[src/include/lbs_params.svh]
// register offsets, field positions and timing counts for the led blink sequencer
`ifndef LBS_PARAMS_SVH
`define LBS_PARAMS_SVH

// ----------------------------------------------------------------
// register indices (byte address = index * 4)
// ----------------------------------------------------------------
`define LBS_IDX_A_ON_DUR    8'h4E
`define LBS_IDX_B_RAMP_CUR  8'h4F
`define LBS_IDX_B_PH1       8'h50
`define LBS_IDX_B_PH2       8'h51
`define LBS_IDX_B_PH3       8'h52
`define LBS_IDX_B_PH4       8'h53
`define LBS_IDX_A_DUTY      8'h54
`define LBS_IDX_A_PERIOD    8'h55
`define LBS_IDX_STATUS      8'h56

// ----------------------------------------------------------------
// field layout and reset values
// ----------------------------------------------------------------
`define LBS_ON_DUR_MASK     8'h1F
`define LBS_RAMP_BIT        5
`define LBS_RAMP_CUR_MASK   8'h2F
`define LBS_PHASE_MASK      8'h7F
`define LBS_DUTY_MASK       8'h1F
`define LBS_REG_RESET       8'h00

// ----------------------------------------------------------------
// timing
// ----------------------------------------------------------------
`define LBS_CLK_HZ          100000000
`define LBS_STEP_MS         64
`define LBS_PWM_PERIOD_MS   8
`define LBS_PWM_SLOTS       32
`define LBS_STEP_CYCLES     ((`LBS_CLK_HZ / 1000) * `LBS_STEP_MS)
`define LBS_SLOT_CYCLES     (((`LBS_CLK_HZ / 1000) * `LBS_PWM_PERIOD_MS) / `LBS_PWM_SLOTS)

`endif

[src/include/lbs_pkg.sv]
// types for the led blink sequencer
package lbs_pkg;
    typedef enum logic [2:0] {
        LBS_IDLE = 3'b000,
        LBS_PH1  = 3'b001,
        LBS_PH2  = 3'b010,
        LBS_PH3  = 3'b011,
        LBS_PH4  = 3'b100
    } lbs_phase_t;
endpackage

[src/design/lbs_sequencer.sv]
// register file and blink sequencer for led channels a and b
`timescale 1ns/1ps
`include "lbs_params.svh"

// Summary of operation
// - reserved bits read zero and ignore writes
// - channel a on-duration is five bits, value times 64 ms
// - channel b ramp enable at bit 5; one enables current ramping
// - channel b sink level in bits 3:0 goes to the sink driver
// - channel b phase one length seven bits, value times 64 ms
// - channel b phase two length seven bits, value times 64 ms
// - channel b phase three length seven bits, value times 64 ms
// - channel b phase four length seven bits, value times 64 ms
// - all registers clear to zero on reset
// - drive signal pwm over 8 ms, high for duty plus one of 32 slots
// - pattern period is seven bits, value plus one times 64 ms
module lbs_sequencer import lbs_pkg::*; #(
    parameter int unsigned STEP_CYCLES = `LBS_STEP_CYCLES,
    parameter int unsigned SLOT_CYCLES = `LBS_SLOT_CYCLES
) (
    // clock and reset
    input  wire logic        ref_clk_i,
    input  wire logic        resetn_i,
    // apb slave
    input  wire logic        psel_i,
    input  wire logic        penable_i,
    input  wire logic        pwrite_i,
    input  wire logic [11:0] paddr_i,
    input  wire logic [31:0] pwdata_i,
    input  wire logic [3:0]  pstrb_i,
    output logic      [31:0] prdata_o,
    output logic             pready_o,
    output logic             pslverr_o,
    // led outputs
    output logic             chan_a_drive_signal_o,
    output logic      [3:0]  chan_b_sink_level_o,
    output logic             chan_b_ramp_on_o,
    output logic      [2:0]  chan_b_phase_o
);

    // ----------------------------------------------------------------
    // helpers
    // ----------------------------------------------------------------
    function automatic logic [11:0] byte_addr(input logic [7:0] idx);
        byte_addr = {2'b00, idx, 2'b00};
    endfunction

    function automatic logic hit(input logic [11:0] a, input logic [7:0] idx);
        hit = (a == byte_addr(idx));
    endfunction

    // ----------------------------------------------------------------
    // registers
    // ----------------------------------------------------------------
    logic [7:0] a_on_dur_q;
    logic [7:0] b_ramp_cur_q;
    logic [7:0] b_ph_q [4];
    logic [7:0] a_duty_q;
    logic [7:0] a_period_q;

    wire        acc_w      = psel_i & penable_i;
    wire        wr_w       = acc_w & pwrite_i & pstrb_i[0];
    wire        hit_on_w   = hit(paddr_i, `LBS_IDX_A_ON_DUR);
    wire        hit_rc_w   = hit(paddr_i, `LBS_IDX_B_RAMP_CUR);
    wire        hit_p1_w   = hit(paddr_i, `LBS_IDX_B_PH1);
    wire        hit_p2_w   = hit(paddr_i, `LBS_IDX_B_PH2);
    wire        hit_p3_w   = hit(paddr_i, `LBS_IDX_B_PH3);
    wire        hit_p4_w   = hit(paddr_i, `LBS_IDX_B_PH4);
    wire        hit_du_w   = hit(paddr_i, `LBS_IDX_A_DUTY);
    wire        hit_pe_w   = hit(paddr_i, `LBS_IDX_A_PERIOD);
    wire        hit_st_w   = hit(paddr_i, `LBS_IDX_STATUS);
    wire        mapped_w   = hit_on_w | hit_rc_w | hit_p1_w | hit_p2_w | hit_p3_w
                           | hit_p4_w | hit_du_w | hit_pe_w | hit_st_w;
    wire [7:0]  wbyte_w    = pwdata_i[7:0];

    always_ff @(posedge ref_clk_i or negedge resetn_i) begin
        if (!resetn_i) begin
            a_on_dur_q   <= `LBS_REG_RESET;
            b_ramp_cur_q <= `LBS_REG_RESET;
            b_ph_q[0]    <= `LBS_REG_RESET;
            b_ph_q[1]    <= `LBS_REG_RESET;
            b_ph_q[2]    <= `LBS_REG_RESET;
            b_ph_q[3]    <= `LBS_REG_RESET;
            a_duty_q     <= `LBS_REG_RESET;
            a_period_q   <= `LBS_REG_RESET;
        end else if (wr_w) begin
            if (hit_on_w) a_on_dur_q   <= wbyte_w & `LBS_ON_DUR_MASK;
            if (hit_rc_w) b_ramp_cur_q <= wbyte_w & `LBS_RAMP_CUR_MASK;
            if (hit_p1_w) b_ph_q[0]    <= wbyte_w & `LBS_PHASE_MASK;
            if (hit_p2_w) b_ph_q[1]    <= wbyte_w & `LBS_PHASE_MASK;
            if (hit_p3_w) b_ph_q[2]    <= wbyte_w & `LBS_PHASE_MASK;
            if (hit_p4_w) b_ph_q[3]    <= wbyte_w & `LBS_PHASE_MASK;
            if (hit_du_w) a_duty_q     <= wbyte_w & `LBS_DUTY_MASK;
            if (hit_pe_w) a_period_q   <= wbyte_w & `LBS_PHASE_MASK;
        end
    end

    // ----------------------------------------------------------------
    // shared ticks
    // ----------------------------------------------------------------
    logic [31:0] step_cnt_q;
    logic [31:0] slot_cnt_q;
    wire         step_tick_w = (step_cnt_q == STEP_CYCLES - 1);
    wire         slot_tick_w = (slot_cnt_q == SLOT_CYCLES - 1);

    always_ff @(posedge ref_clk_i or negedge resetn_i) begin
        if (!resetn_i) begin
            step_cnt_q <= 32'h0;
            slot_cnt_q <= 32'h0;
        end else begin
            step_cnt_q <= step_tick_w ? 32'h0 : step_cnt_q + 32'h1;
            slot_cnt_q <= slot_tick_w ? 32'h0 : slot_cnt_q + 32'h1;
        end
    end

    // ----------------------------------------------------------------
    // channel a: pattern period, on window and pwm
    // ----------------------------------------------------------------
    logic [6:0] a_per_cnt_q;
    logic [4:0] a_slot_q;
    wire        a_per_end_w = (a_per_cnt_q >= a_period_q[6:0]);
    wire        a_in_on_w   = ({2'b00, a_on_dur_q[4:0]} > a_per_cnt_q);
    wire        a_pwm_hi_w  = (a_slot_q <= a_duty_q[4:0]);

    always_ff @(posedge ref_clk_i or negedge resetn_i) begin
        if (!resetn_i) begin
            a_per_cnt_q           <= 7'h00;
            a_slot_q              <= 5'h00;
            chan_a_drive_signal_o <= 1'b0;
        end else begin
            if (step_tick_w)
                a_per_cnt_q <= a_per_end_w ? 7'h00 : a_per_cnt_q + 7'h01;
            if (slot_tick_w)
                a_slot_q <= a_slot_q + 5'h01;
            chan_a_drive_signal_o <= a_in_on_w & a_pwm_hi_w;
        end
    end

    // ----------------------------------------------------------------
    // channel b: four phase sequence
    // ----------------------------------------------------------------
    lbs_phase_t ph_q;
    lbs_phase_t ph_nx_w;
    logic [6:0] ph_cnt_q;
    logic [1:0] ph_idx_w;
    logic [1:0] nx_idx_w;
    logic [6:0] ph_len_w;
    logic       ph_done_w;

    assign ph_idx_w  = 2'(ph_q - LBS_PH1);
    assign ph_len_w  = (ph_q == LBS_IDLE) ? 7'h00 : b_ph_q[ph_idx_w][6:0];
    // zero length phases end at once without waiting for a tick
    assign ph_done_w = (ph_len_w == 7'h00) | (step_tick_w & (ph_cnt_q + 7'h01 >= ph_len_w));
    assign nx_idx_w  = ph_idx_w + 2'b01;
    assign ph_nx_w   = lbs_phase_t'({1'b0, nx_idx_w} + 3'b001);

    always_ff @(posedge ref_clk_i or negedge resetn_i) begin
        if (!resetn_i) begin
            ph_q     <= LBS_IDLE;
            ph_cnt_q <= 7'h00;
        end else begin
            unique case (ph_q)
                LBS_IDLE: begin
                    ph_q     <= LBS_PH1;
                    ph_cnt_q <= 7'h00;
                end
                LBS_PH1, LBS_PH2, LBS_PH3, LBS_PH4: begin
                    if (ph_done_w) begin
                        ph_q     <= ph_nx_w;
                        ph_cnt_q <= 7'h00;
                    end else if (step_tick_w) begin
                        ph_cnt_q <= ph_cnt_q + 7'h01;
                    end
                end
                default: begin
                    ph_q     <= LBS_IDLE;
                    ph_cnt_q <= 7'h00;
                end
            endcase
        end
    end

    // ----------------------------------------------------------------
    // outputs and apb read path
    // ----------------------------------------------------------------
    assign chan_b_sink_level_o = b_ramp_cur_q[3:0];
    assign chan_b_ramp_on_o    = b_ramp_cur_q[`LBS_RAMP_BIT];
    assign chan_b_phase_o      = ph_q;
    assign pready_o            = 1'b1;
    assign pslverr_o           = acc_w & ~mapped_w;

    wire [7:0] status_w = {4'h0, chan_a_drive_signal_o, ph_q};
    wire [7:0] rbyte_w  = hit_on_w ? a_on_dur_q   :
                          hit_rc_w ? b_ramp_cur_q :
                          hit_p1_w ? b_ph_q[0]    :
                          hit_p2_w ? b_ph_q[1]    :
                          hit_p3_w ? b_ph_q[2]    :
                          hit_p4_w ? b_ph_q[3]    :
                          hit_du_w ? a_duty_q     :
                          hit_pe_w ? a_period_q   :
                          hit_st_w ? status_w     : 8'h00;
    assign prdata_o = {24'h000000, rbyte_w};
endmodule

[config.mk]
export PLATFORM = sky130hd
export DESIGN_NAME = lbs_sequencer
export DESIGN_NICKNAME = d
export VERILOG_FILES = /design/src/include/lbs_pkg.sv /design/src/design/lbs_sequencer.sv
export VERILOG_INCLUDE_DIRS = /design/src /design/src/include
export SDC_FILE = /design/constraint.sdc
export NUM_CORES = 1
export LEC_CHECK = 0
export BUFFER_PORTS_ARGS = -buffer_cell sky130_fd_sc_hd__buf_2
export CAP_MARGIN = 25
export CORE_AREA = 2 2 134 136
export CTS_CLUSTER_SIZE = 8
export DETAILED_ROUTE_END_ITERATION = 10
export DIE_AREA = 0 0 136 138
export GPL_ROUTABILITY_DRIVEN = 0
export GPL_TIMING_DRIVEN = 0
export HOLD_SLACK_MARGIN = 0.1
export PLACE_DENSITY = 0.65
export SYNTH_ARGS = -nofsm -noshare
export SYNTH_HDL_FRONTEND = slang
export SYNTH_SLANG_ARGS = --single-unit
[constraint.sdc]
create_clock -name ref_clk_i -period 3.9 [get_ports ref_clk_i]
set_input_delay 0.39 -clock ref_clk_i [delete_from_list [all_inputs] [get_ports ref_clk_i]]
set_output_delay 0.39 -clock ref_clk_i [all_outputs]
set_load 0.005 [all_outputs]
==> results.md, run 1 <==
Final layout:
- The area growth from synthesis to layout is 15.8%.
- The fraction of layout cells with a size suffix above 1 is approximately a fifth.
- The number of nets in the final layout is slightly above 900.
- The non-filler instance count after layout is 1,074.
- 0 antenna diodes ended up in the layout.
- The filler cells instantiated in the layout total ~1,600.

Route:
- The number of remaining DRC errors is 0.
- Across all layers, the routed design uses 5,748 vias.
- In the routed layout, each cell is associated on average with a via count of 5.35.
- The final wirelength is 16.4 mm.
- In the final routed layout, each cell accounts on average for 15.3 um.
- Before antenna repair, the detailed router went through 5 iterations.
- The first routing iteration left approximately 380 violations.
- The number of routed nets with antenna violations is 0.

Status:
- The run finished with clean final reports.

Worst setup path:
- For the worst setup path, the data required time is 4.24 ns.
- The worst register-to-register path begins at chan_b_phase_o[0].
- The critical path arrival is around 4 ns.
- The library cell contributing the largest single delay on the critical path is sky130_fd_sc_hd__ha_2.
- In this run the critical register-to-register path is captured at ph_cnt_q[1].
- Of all nets on the critical path, the largest fanout is 8.
- The biggest cell delay along the critical path is just over 0.5 ns.
- The slack of the worst reg-to-reg path is ~0.25 ns.
- STA classifies the critical path startpoint as a flip-flop.
- The kind of capture point of the worst setup path is a flip-flop.
- The critical path in this run is classified as reg2reg.
- The signal on the critical path passes through clkbuf_4 > inv_1 > ha_2 > mux4_2 > and2_1 > ha_1 > nor2b_1 > o21ai_0 > a2111o_1 > a31oi_1 > nand3_2 > a21oi_1.
- Counting cells, the worst reg-to-reg path comes to 12.

Synthesis:
- In the post-synthesis netlist, the biggest area contributors are sky130_fd_sc_hd__dfrtp_1, sky130_fd_sc_hd__mux2_2, sky130_fd_sc_hd__xnor2_1.
- The distinct cell type count of the synthesized netlist is 59.
- The cell count after synthesis came out at 748.
- Counting flops and latches in the post-synthesis netlist gives 137.
- Sequential cells were found to cover 44.7% of the synthesized design area.
- The share of synthesized area in the top cell type comes to 44.7%.
- The share of synthesized registers carrying an async set or reset is 100%.
- The most common cell in the synthesized netlist is sky130_fd_sc_hd__dfrtp_1.
- The most used flip-flop cell after synthesis is sky130_fd_sc_hd__dfrtp_1.
- The post-synthesis instance area is 7670 um^2.
- Counting flops with a built-in enable in the synthesized netlist gives 0.
- The biggest area consumer among synthesized cells is sky130_fd_sc_hd__dfrtp_1.
- The mean instance size in the synthesized netlist is 10.3 um^2.
- The number of synthesis warnings is 0.
- The commonest cells after synthesis are sky130_fd_sc_hd__dfrtp_1, sky130_fd_sc_hd__nand2_1, sky130_fd_sc_hd__nor2_1.

Global routing:
- The overall overflow remaining after global route is 0.
- The overall fraction of global-route tracks in use is 18.8%.
- The via count of the first global-routing pass came to between 5,000 and 6,000.
- The global-route wire length before repair is about 28 mm.
- The met3 capacity usage during global routing is 4.18%.
- The met2 track utilization from global routing is 28.8%.
- Entering global routing, the biggest net connects 99 pins.
- The number of antenna violations at the first check in global routing was 0.
- For this run, global-route usage on met1 was measured as a little over a quarter.
- The busiest layer in global routing is met2.

Timing:
- The worst path meets setup with around 0.25 ns of slack.
- Setup repair after global routing left no endpoint under its margin.
- The final count of hold timing violations is 0.
- The final setup skew is roughly 0.013 ns.
- The total count of max-transition violations in the final report came to 0.
- Based on the critical path, the design can be clocked at up to 274 MHz.
- Of the available clock period, the critical path in the final layout requires around 94%.
- Measured against its own limit, the worst slew margin works out to 46.0%.
- The worst-margin pin slew is 0.806 ns.
- Setup violations remaining at the end of the flow were counted as 0.
- Subtracting the final worst setup slack from the clock period gives 3.65 ns.

Flow run:
- Max-cap violations in this run came to 0.

Clock network:
- The clock slew at the register clock pins of the worst setup and hold paths is 0.06 ns.
- Counting every sink on the clock net gives 137.
- After clock tree synthesis, the setup repair step added 0 buffers.
- TritonCTS built the clock tree.
- The cell at the root of the clock tree is sky130_fd_sc_hd__clkbuf_16.
- The number of buffers created by CTS is 17.
- The buffer levels on the longest clock path is 2.
- The clock latency on the worst-skew pair is 0.43 ns.
- The clock tree synthesis step divided the H-tree into 4 levels.

Worst hold path:
- The depth of the worst hold-timing path is 3.
- The startpoint identified for the worst hold timing path is pwdata_i[5].
- The path category of the worst min-delay check is in2reg.
- The hold path endpoint is a_period_q[5].

Power and ir drop:
- The total internal power is around 0.0025 W.
- The power per cell area is 382 nW/um^2.
- The share of total power dissipated in combinational logic is approximately 10%.
- The relative contribution of the clock network to total power is 47.0%.
- The fraction of power spent switching nets is 27.0%.
- The sequential power share is 42.8%.
- Across the VDD grid, the largest voltage drop is 0.000296 V.
- The leakage power total is 4.15 nW.
- The net switching component of the power is just over 0.0009 W.

Floorplanning:
- The floorplan step defined a die boundary enclosing 18,800 um^2.
- The die is between 100 and 150 um wide.
- The height of the die is 138 um.
- The number of placement rows is 49.
- Pin placement for this block handled 96 I/O pins.
- In this run the standard cell core region covers 17,500 um^2.
- Once the floorplan was initialized, standard cells occupied 43.7% of the core.

Placement:
- Detailed placement finished with a half-perimeter wire length of 11.7 mm.
- In this run, placement finished with an instance count of between 1,000 and 1,500.
- Prior to clock tree synthesis, the placed netlist has a worst setup slack of -0.126 ns.
- During placement, the flow inserted port buffers numbering 39.
## layer usage
metal | part of all wire, % | routed length [um]
met5 | 0 | 0
met4 | 1.5 | 246
met3 | 4.7 | 765
met2 | 47 | 7640
met1 | 47 | 7730
## placed cells by master (no fill, tap or decap), drive strengths merged, types with 3 or more instances in the layout
master | synthesis | layout
conb | 2 | 26
or4 | 4 | 4
o221ai | 3 | 3
buf | 32 | 72
o22ai | 9 | 9
xor2 | 24 | 24
nor3 | 19 | 19
dfrtp | 137 | 137
nor2b | 11 | 11
clkbuf | 12 | 30
nand4 | 18 | 18
or4b | 3 | 3
inv | 27 | 36
o21ai | 30 | 30
nor2 | 58 | 58
or3 | 5 | 5
xnor2 | 51 | 51
a31oi | 3 | 3
nor4 | 12 | 12
a211oi | 6 | 6
nand3 | 27 | 27
and3 | 14 | 14
ha | 34 | 34
a21oi | 19 | 19
a21o | 4 | 4
nand2 | 81 | 81
mux2 | 46 | 46
mux2i | 7 | 7
a32oi | 3 | 3
mux4 | 7 | 7
or2 | 5 | 5
and4 | 8 | 8
nand2b | 8 | 8
## cell type report
type,instances,area [um^2],share of cell area (%)
multi-input cells,564,3960,44.6
flip-flops and latches,137,3430,38.6
clock buffers,18,429,4.83
well taps,229,287,3.23
plain buffers,43,274,3.09
repair buffers,42,244,2.75
clock inverters,14,154,1.73
inverters,27,101,1.14
## worst max path at each step
| stage | startpoint | to | slack [ns] |
|---|---|---|---|
| 2_1_floorplan | chan_b_phase_o[0] | ph_cnt_q[1] | 0.57 |
| 3_3_place_gp | chan_b_phase_o[0] | ph_cnt_q[1] | -0.13 |
| 3_5_place_dp | chan_b_phase_o[0] | ph_cnt_q[1] | -0.13 |
| 4_1_cts | chan_b_phase_o[0] | ph_cnt_q[1] | 0.03 |
| 5_1_grt | chan_b_phase_o[0] | ph_cnt_q[1] | 0.07 |
| 6_report | chan_b_phase_o[0] | ph_cnt_q[1] | 0.25 |
## flip-flops by register name, summed over array words and instances, names as in the netlist
register	count
a_duty_q	5
chan_b_phase_o	3
chan_a_drive_signal_o	1
b_ph_q	28
a_period_q	7
a_on_dur_q	5
ph_cnt_q	7
a_per_cnt_q	7
step_cnt_q	32
a_slot_q	5
slot_cnt_q	32
b_ramp_cur_q	5
## logic make-up after synthesis
group | share of synthesized area, %
and+or+nand+nor | 19.3
DFF | 44.7
AOI/OAI and AO/OA | 7.14
xor gates and xnor gates | 8.56
buffers and inverters | 4.91
muxes | 9.72
adders and majority gates | 5.55
other | 0.0979
## stage by stage
stage	area [um^2]	total power [W]	utilization [%]	setup TNS, ns	hold WS, ns
global route	8880	0.00353	50.6	0	0.274
global placement	8240	0.00181	47.0	-0.666	0.459
finish	8880	0.00340	50.6	0	0.276
floorplan	7760	0.00169	-	0	0.0944
detailed placement	8280	0.00181	47.2	-0.562	0.326
CTS	8870	0.00343	50.6	0	0.242
## power groups by stage
stage                     sequential, W  combinational [W]  clock [W]
after floorplan                 0.00148           0.000211          0
after global placement          0.00148           0.000324          0
after detailed placement        0.00148           0.000333          0
after CTS                       0.00145           0.000333    0.00164
after global routing            0.00146           0.000380    0.00169
final                           0.00145           0.000346    0.00159
## repair_timing
item,in CTS,in global routing
endpoints found under the setup margin,7,9
hold buffers,1,0
gates resized for setup,0,3
hold endpoints to repair,39,0
## critical path: cells and delay by family, from the launching register on
kind	cells	cell delay (ns)
adders and majority gates	2	0.77
buffers and inverters	2	0.45
AOI/OAI and AO/OA	4	1.01
muxes	1	0.39
DFF	1	0.43
and+or+nand+nor	3	0.50
Power figures use the tool's default switching activity.
==> run 2, diff against run 1 <==
- CORE_AREA: 2 2 134 136 -> 2 2 142 144
- DIE_AREA: 0 0 136 138 -> 0 0 144 146
- PLACE_DENSITY: 0.65 -> 0.59
==> run 2 against run 1 <==
  * Count of clock-buffer cells in the layout down 1
  * Die area up 12%
  * Global-route usage down 1.7 points
  * Critical endpoint unchanged
==> results.md, run 2 (synthesized netlist as in run 1, its figures left out) <==
Status:
- The run finished with clean final reports.

Power and ir drop:
- The power per cell area was 393 nW/um^2 (+2.8%).
- The fraction of power spent switching nets is 26.2% (-0.88 points).
- The share of total power in combinational logic is 9.7% (-0.5 points).
- The sequential power share is 41.4% (-1.4 points).
- The maximum ir drop on the vdd rail is 0.000309 V (+4.3%).
- The net switching component of the power is 0.000922 W (+0.42%).
- The total internal power was 0.00260 W (+5.1%).
- The leakage power total is 4.17 nW (+0.68%).
- The relative contribution of the clock network to total power is 49.0% (+2.0 points).

Timing:
- The final critical-path share of the clock period came to 93.8% (+0.098 points).
- The remaining max-slew budget at the tightest pin came to 48.0% (+2.0 points).
- The minimum clock period after layout is 3.66 ns (+0.00381 ns).
- The worst-margin pin slew is 0.776 ns (-0.0300 ns).
- The worst setup margin came to 0.243 ns (-0.00382 ns).
- The final count of hold timing violations is 0 (unchanged).
- Setup repair after global routing left no endpoint under its margin.
- The maximum clock rate was 273 MHz (-0.10%).
- The final setup skew is 0.0157 ns (+0.00245 ns).
- The total count of max-transition violations in the final report was 0 (unchanged).
- The total setup violations reported at the end of the flow is 0 (unchanged).

Route:
- The wire length per cell came to 15.1 um (-0.92%).
- The number of remaining DRC errors is 0 (unchanged).
- The first-iteration detailed-routing DRC count is 343 (-10%).
- The vias after detailed routing is 5,624 (-2.2%).
- The final wirelength was 16.8 mm (+2.4%).
- The via density per instance came to 5.07 (-5.3%).
- The number of optimization iterations in the first detailed-route pass is 5 (unchanged).
- The number of routed nets with antenna violations is 0 (unchanged).

Worst setup path:
- The total buffers and inverters traversed by the critical path is 2 (unchanged).
- The signal on the critical path passes through clkbuf_4 > inv_1 > ha_2 > mux4_2 > and2_1 > ha_1 > nor2b_1 > o21ai_0 > a2111o_1 > a31oi_1 > nand3_2 > a21oi_1.
- The maximum net fanout on the critical path is 8 (unchanged).
- The slowest stage of the critical path is the sky130_fd_sc_hd__ha_2 cell.
- The setup path with the least slack is of type reg2reg.
- The cell depth of the worst setup path is 12 (unchanged).
- The kind of start point of the critical path is a flip-flop.
- The biggest cell delay along the critical path is 0.49 ns (-0.02 ns).
- STA classifies the critical path endpoint as a flip-flop.
- The required time of the worst setup path came to 4.25 ns (about the same).
- The critical path arrival is 4.00 ns (about the same).
- The kind of cell adding the most delay to the critical path is compound AO/OA/AOI/OAI gates.
- The number of cells on the worst reg-to-reg path came to 12 (unchanged).

Clock network:
- The buffer levels on the longest clock path was 2 (unchanged).
- The cell sitting at the root of the clock tree is a sky130_fd_sc_hd__clkbuf_16.
- The post-CTS setup repair buffer count was 0 (unchanged).
- The number of buffers created by CTS is 17 (unchanged).
- TritonCTS built the clock tree.
- The clock slew at the register clock pins of the worst setup and hold paths is 0.07 ns (about the same).
- The H-tree depth is 4 (unchanged).
- The CTS sink count was 137 (unchanged).
- The clock latency on the worst-skew pair came to 0.43 ns (about the same).

Final layout:
- The count of antenna diodes in the layout is 0 (unchanged).
- From synthesis to final layout, the design area changed by 16.9%.
- The commonest non-fill, non-tap cell in the layout is sky130_fd_sc_hd__dfrtp_1.
- The number of filler instances in the final layout was 1,860 (+14%).
- The largest registers in the layout are slot_cnt_q (32), step_cnt_q (32), b_ph_q (28).
- In the layout the commonest cells are sky130_fd_sc_hd__dfrtp_1, sky130_fd_sc_hd__nand2_1, sky130_fd_sc_hd__nor2_1, sky130_fd_sc_hd__xnor2_1, sky130_fd_sc_hd__mux2_2.
- The utilization after layout is 46.4% (-4.3 points).
- The fraction of layout cells with a size suffix above 1 is 20.9% (+0.12 points).
- The non-filler instance count after layout was 1,110 (+3.4%).
- The number of nets in the final layout is 919 (unchanged).

Flow run:
- The max capacitance violation total is 0 (unchanged).

Floorplanning:
- The initial standard-cell utilization of the core is 39.7% (-4.1 points).
- The height of the die is 146 um (+5.8%).
- The number of placement rows was 51 (+4.1%).
- The number of top-level pins is 96 (unchanged).
- The die width came to 144 um (+5.9%).
- The core box area is 19,300 um^2 (+10%).
- The area enclosed by the die boundary is 21,000 um^2 (+12%).

Placement:
- The number of port buffers is 39 (unchanged).
- The final HPWL from detailed placement is 12.2 mm (+3.8%).
- The post-placement setup slack was -0.112 ns (+0.0141 ns).
- The number of cells after detailed placement is 1,078 (+3.5%).

Worst hold path:
- The depth of the worst hold-timing path came to 2 (-1).
- The path category of the worst min-delay check is in2reg.

Global routing:
- The global-route wire length before repair was 28.2 mm (-0.12%).
- The number of antenna violations at the first check in global routing is 0 (unchanged).
- The via count of the first global-routing pass is 5,471 (-2.6%).
- The largest net degree at the start of global routing came to 76 (-23%).
- The overall fraction of global-route tracks in use was 17.1% (-1.7 points).
- The overall overflow remaining after global route was 0 (unchanged).
-- run 2: changes by cell type in the layout (fill, tap and decap cells not counted), sizes merged --
cell / change
clkinvlp: -2
clkbuf: -1
bufinv: +2
inv: +1
-- run 2: final cells by class --
class | instances | area, um^2 | share of cell area, %
tap | 265 | 332 | 3.70
multi-input combinational | 564 | 3960 | 44.2
timing repair buffer | 42 | 244 | 2.72
clock buffer | 17 | 425 | 4.74
inverter | 27 | 101 | 1.13
clock inverter | 15 | 203 | 2.26
sequential | 137 | 3430 | 38.2
buffer | 43 | 274 | 3.05
-- run 2: power groups by stage --
stage / clock, W / combinational, W / sequential (W)
after global routing: 0.00182 / 0.000381 / 0.00146
after CTS: 0.00176 / 0.000332 / 0.00146
after detailed placement: 0 / 0.000330 / 0.00148
after global placement: 0 / 0.000325 / 0.00148
after floorplan: 0 / 0.000211 / 0.00148
final: 0.00173 / 0.000341 / 0.00146
-- run 2: path summary, 6_finish.rpt --
| check | start | end | slack, ns |
|---|---|---|---|
| setup / recovery | chan_b_phase_o[0] | ph_cnt_q[1] | 0.24 |
| hold / removal | pwdata_i[6] | b_ph_q[22] | 0.28 |
| setup reg to reg | chan_b_phase_o[0] | ph_cnt_q[1] | 0.24 |
| hold reg to reg | slot_cnt_q[31] | slot_cnt_q[31] | 0.47 |
| max in group asynchronous | resetn_i | step_cnt_q[28] | 2.55 |
| min in group asynchronous | resetn_i | slot_cnt_q[2] | 0.54 |
-- run 2: per-stage QoR --
step	cell area (um^2)	hold WS, ns	setup TNS [ns]	power [W]
after floorplan	7760	0.0944	0	0.00169
after global placement	8290	0.458	-0.761	0.00181
after detailed placement	8330	0.463	-0.615	0.00181
after CTS	8960	0.255	0	0.00355
after global routing	8970	0.271	0	0.00366
final	8970	0.279	0	0.00353
-- run 2: repair_timing --
item                                    in CTS  in global routing
endpoints found under the setup margin       7                  9
hold buffers                                 1                  0
cloned                                       0                  0
gates resized for setup                      0                  3
hold endpoints to repair                    74                  0
-- run 2: layer usage --
layer	share of wire (%)	vias to the layer above	global-route usage, %	routed length, um
met5	0	-	0	0
met1	48	2723	24.3	8140
met3	3.8	13	3.72	645
met4	1.1	0	5.00	185
met2	47	114	26.1	7810
li1	-	2774	-	-
==> run 3, diff against run 2 <==
- CELL_PAD_IN_SITES_DETAIL_PLACEMENT: default -> 0
- CELL_PAD_IN_SITES_GLOBAL_PLACEMENT: default -> 1
- PLACE_DENSITY: 0.59 -> 0.72
==> run 3 against run 2 <==
  * Sequential cell count unchanged
  * Count of clock-buffer cells in the layout increased by 1
  * Largest cell class unchanged
  * Sequential share of layout area increased by 0.16 points
  * First-iteration DRC count decreased by 12%
  * Global-route usage increased by 0.17 points
  * Largest power group unchanged
==> results.md, run 3 (synthesized netlist as in run 1, its figures left out) <==
Status:
- The flow ran to the end, and the final reports show no timing, DRC or antenna violations.

Floorplanning:
- The height of the die is 146 um (unchanged).
- The die width is 144 um (unchanged).
- The number of placement rows is 51 (unchanged).
- The area enclosed by the die boundary is 21,000 um^2 (unchanged).
- The core box area is 19,300 um^2 (unchanged).
- The number of top-level pins is 96 (unchanged).
- The initial standard-cell utilization of the core is 39.7% (unchanged).

Global routing:
- The via count of the first global-routing pass was 5,500 (+0.53%).
- The largest net degree at the start of global routing was 82 (+7.9%).
- The overall overflow remaining after global route is 0 (unchanged).
- The number of antenna violations at the first check in global routing is 0 (unchanged).
- The global-route wire length before repair is 28.6 mm (+1.2%).
- The overall fraction of global-route tracks in use was 17.2% (+0.17 points).

Placement:
- The final HPWL from detailed placement is 12.3 mm (+1.2%).
- The number of cells after detailed placement is 1,078 (unchanged).
- The number of port buffers is 39 (unchanged).
- The post-placement setup slack is -0.139 ns (-0.0267 ns).

Clock network:
- The CTS sink count came to 137 (unchanged).
- The number of buffers created by CTS is 17 (unchanged).
- The post-CTS setup repair buffer count is 0 (unchanged).
- The H-tree depth is 4 (unchanged).
- The clock latency on the worst-skew pair is 0.42 ns (about the same).
- The buffer levels on the longest clock path is 2 (unchanged).
- TritonCTS built the clock tree.
- The clock slew at the register clock pins of the worst setup and hold paths is 0.06 ns (about the same).
- The cell at the root of the clock tree is sky130_fd_sc_hd__clkbuf_16.

Worst setup path:
- The kind of capture point of the worst setup path is a flip-flop.
- The required time of the worst setup path is 4.24 ns (about the same).
- The kind of start point of the critical path is a flip-flop.
- By startpoint and endpoint, the worst setup path is classified as reg2reg.
- The largest individual stage delay along the critical path comes from the cell sky130_fd_sc_hd__ha_2.
- The signal on the critical path passes through clkbuf_4 > inv_1 > ha_2 > mux4_2 > and2_1 > ha_1 > nor2b_1 > o21ai_0 > a2111o_1 > a31oi_1 > nand3_2 > a21oi_1.
- The critical path arrival is 3.95 ns (-0.05 ns).
- The biggest cell delay along the critical path is 0.50 ns (about the same).
- The maximum net fanout on the critical path was 8 (unchanged).

Final layout:
- The number of filler instances in the final layout is 1,844 (-0.86%).
- The area of the multi-input gates is 3960 um^2 (unchanged).
- The sequential standard cell area is 3430 um^2 (unchanged).
- The fraction of layout cells with a size suffix above 1 is 20.8% (-0.12 points).
- The count of antenna diodes in the layout is 0 (unchanged).
- The utilization after layout is 46.2% (-0.19 points).
- In the layout the commonest cells are sky130_fd_sc_hd__dfrtp_1, sky130_fd_sc_hd__nand2_1, sky130_fd_sc_hd__nor2_1, sky130_fd_sc_hd__xnor2_1, sky130_fd_sc_hd__mux2_2.
- The non-filler instance count after layout is 1,110 (unchanged).
- The number of nets in the final layout is 919 (unchanged).
- Leaving out fill and tap cells, the most frequent cell in the layout is sky130_fd_sc_hd__dfrtp_1.
- The largest registers in the layout are slot_cnt_q (32), step_cnt_q (32), b_ph_q (28).
- The area growth from synthesis to final layout is 16.5%.

Route:
- The wire length per cell is 15.4 um (+2.1%).
- The final wirelength is 17.1 mm (+2.1%).
- The via density per instance is 5.10 (+0.59%).
- The number of remaining DRC errors is 0 (unchanged).
- The vias after detailed routing is 5,657 (+0.59%).
- The first-iteration detailed-routing DRC count was 301 (-12%).
- The number of routed nets with antenna violations is 0 (unchanged).
- The number of optimization iterations in the first detailed-route pass was 7 (+2).

Power and ir drop:
- The leakage power total is 4.15 nW (-0.48%).
- The overall power after layout was 0.00344 W (-2.5%).
- The maximum ir drop on the vdd rail is 0.000295 V (-4.5%).
- The power per cell area is 385 nW/um^2 (-2.1%).

Timing:
- The total count of max-transition violations in the final report is 0 (unchanged).
- The final setup skew came to 0.0108 ns (-0.00494 ns).
- The worst-margin pin slew was 0.781 ns (+0.00513 ns).
- The final count of hold timing violations is 0 (unchanged).
- The maximum clock rate came to 277 MHz (+1.2%).
- The final critical-path share of the clock period is 92.7% (-1.1 points).
- The minimum clock period after layout was 3.61 ns (-0.0423 ns).
- Setup repair after global routing left no endpoint under its margin.
- The worst setup margin is 0.286 ns (+0.0423 ns).
- The remaining max-slew budget at the tightest pin is 47.6% (-0.34 points).
- The final sum of negative setup slack is 0 ns (unchanged).
- The total setup violations reported at the end of the flow is 0 (unchanged).

Flow run:
- The max capacitance violation total came to 0 (unchanged).

Worst hold path:
- The path category of the worst min-delay check is in2reg.
[run 3: metal layers]
metal,share of wire [%],GRT usage [%]
met1,48,24.7
met4,0.91,4.02
met3,4.7,3.92
met5,0,0
met2,46,26.6
[run 3: final cells by class]
cell class / count / share of cell area [%]
flip-flops and latches: 137 / 38.4
clock buffers: 18 / 4.80
multi-input cells: 564 / 44.4
inverters: 27 / 1.13
repair buffers: 42 / 2.73
clock inverters: 14 / 1.81
well taps: 265 / 3.71
plain buffers: 43 / 3.07
[run 3: what timing repair did]
| action | 4_1_cts | 5_1_grt |
|---|---|---|
| endpoints found under the hold margin | 56 | 0 |
| gates cloned | 0 | 0 |
| gates resized for setup | 0 | 3 |
| setup endpoints to repair | 7 | 7 |
| hold buffers | 1 | 0 |
[run 3: where the power goes]
part,total [W],leakage (nW),switching [W],internal (W)
combinational,0.000350,2.03,0.000215,0.000134
sequential,0.00146,1.83,0.0000208,0.00144
clock,0.00163,0.290,0.000671,0.000960
total,0.00344,4.15,0.000907,0.00253
[run 3: final timing paths]
path	slack, ns	cells after the start	start	endpoint
setup / recovery	0.29	12	chan_b_phase_o[0]	ph_cnt_q[1]
hold / removal	0.27	3	pwdata_i[6]	a_period_q[6]
setup reg to reg	0.29	12	chan_b_phase_o[0]	ph_cnt_q[1]
hold reg to reg	0.48	1	a_slot_q[4]	a_slot_q[4]
max in group asynchronous	2.59	3	resetn_i	step_cnt_q[29]
min in group asynchronous	0.50	2	resetn_i	slot_cnt_q[0]
[run 3: critical path: cells and delay by family (launching register included)]
kind | cells | cell delay [ns]
AO/OA/AOI/OAI | 4 | 1.02
adder cells (fa/ha/maj) | 2 | 0.76
buffers and inverters | 2 | 0.45
flip-flops | 1 | 0.41
multiplexers | 1 | 0.38
AND/OR/NAND/NOR | 3 | 0.50
[run 3: metrics by stage]
stage	instance area [um^2]	hold WS, ns
floorplan	7760	0.0944
global placement	8290	0.457
detailed placement	8330	0.400
CTS	8920	0.260
global route	8930	0.271
finish	8930	0.273
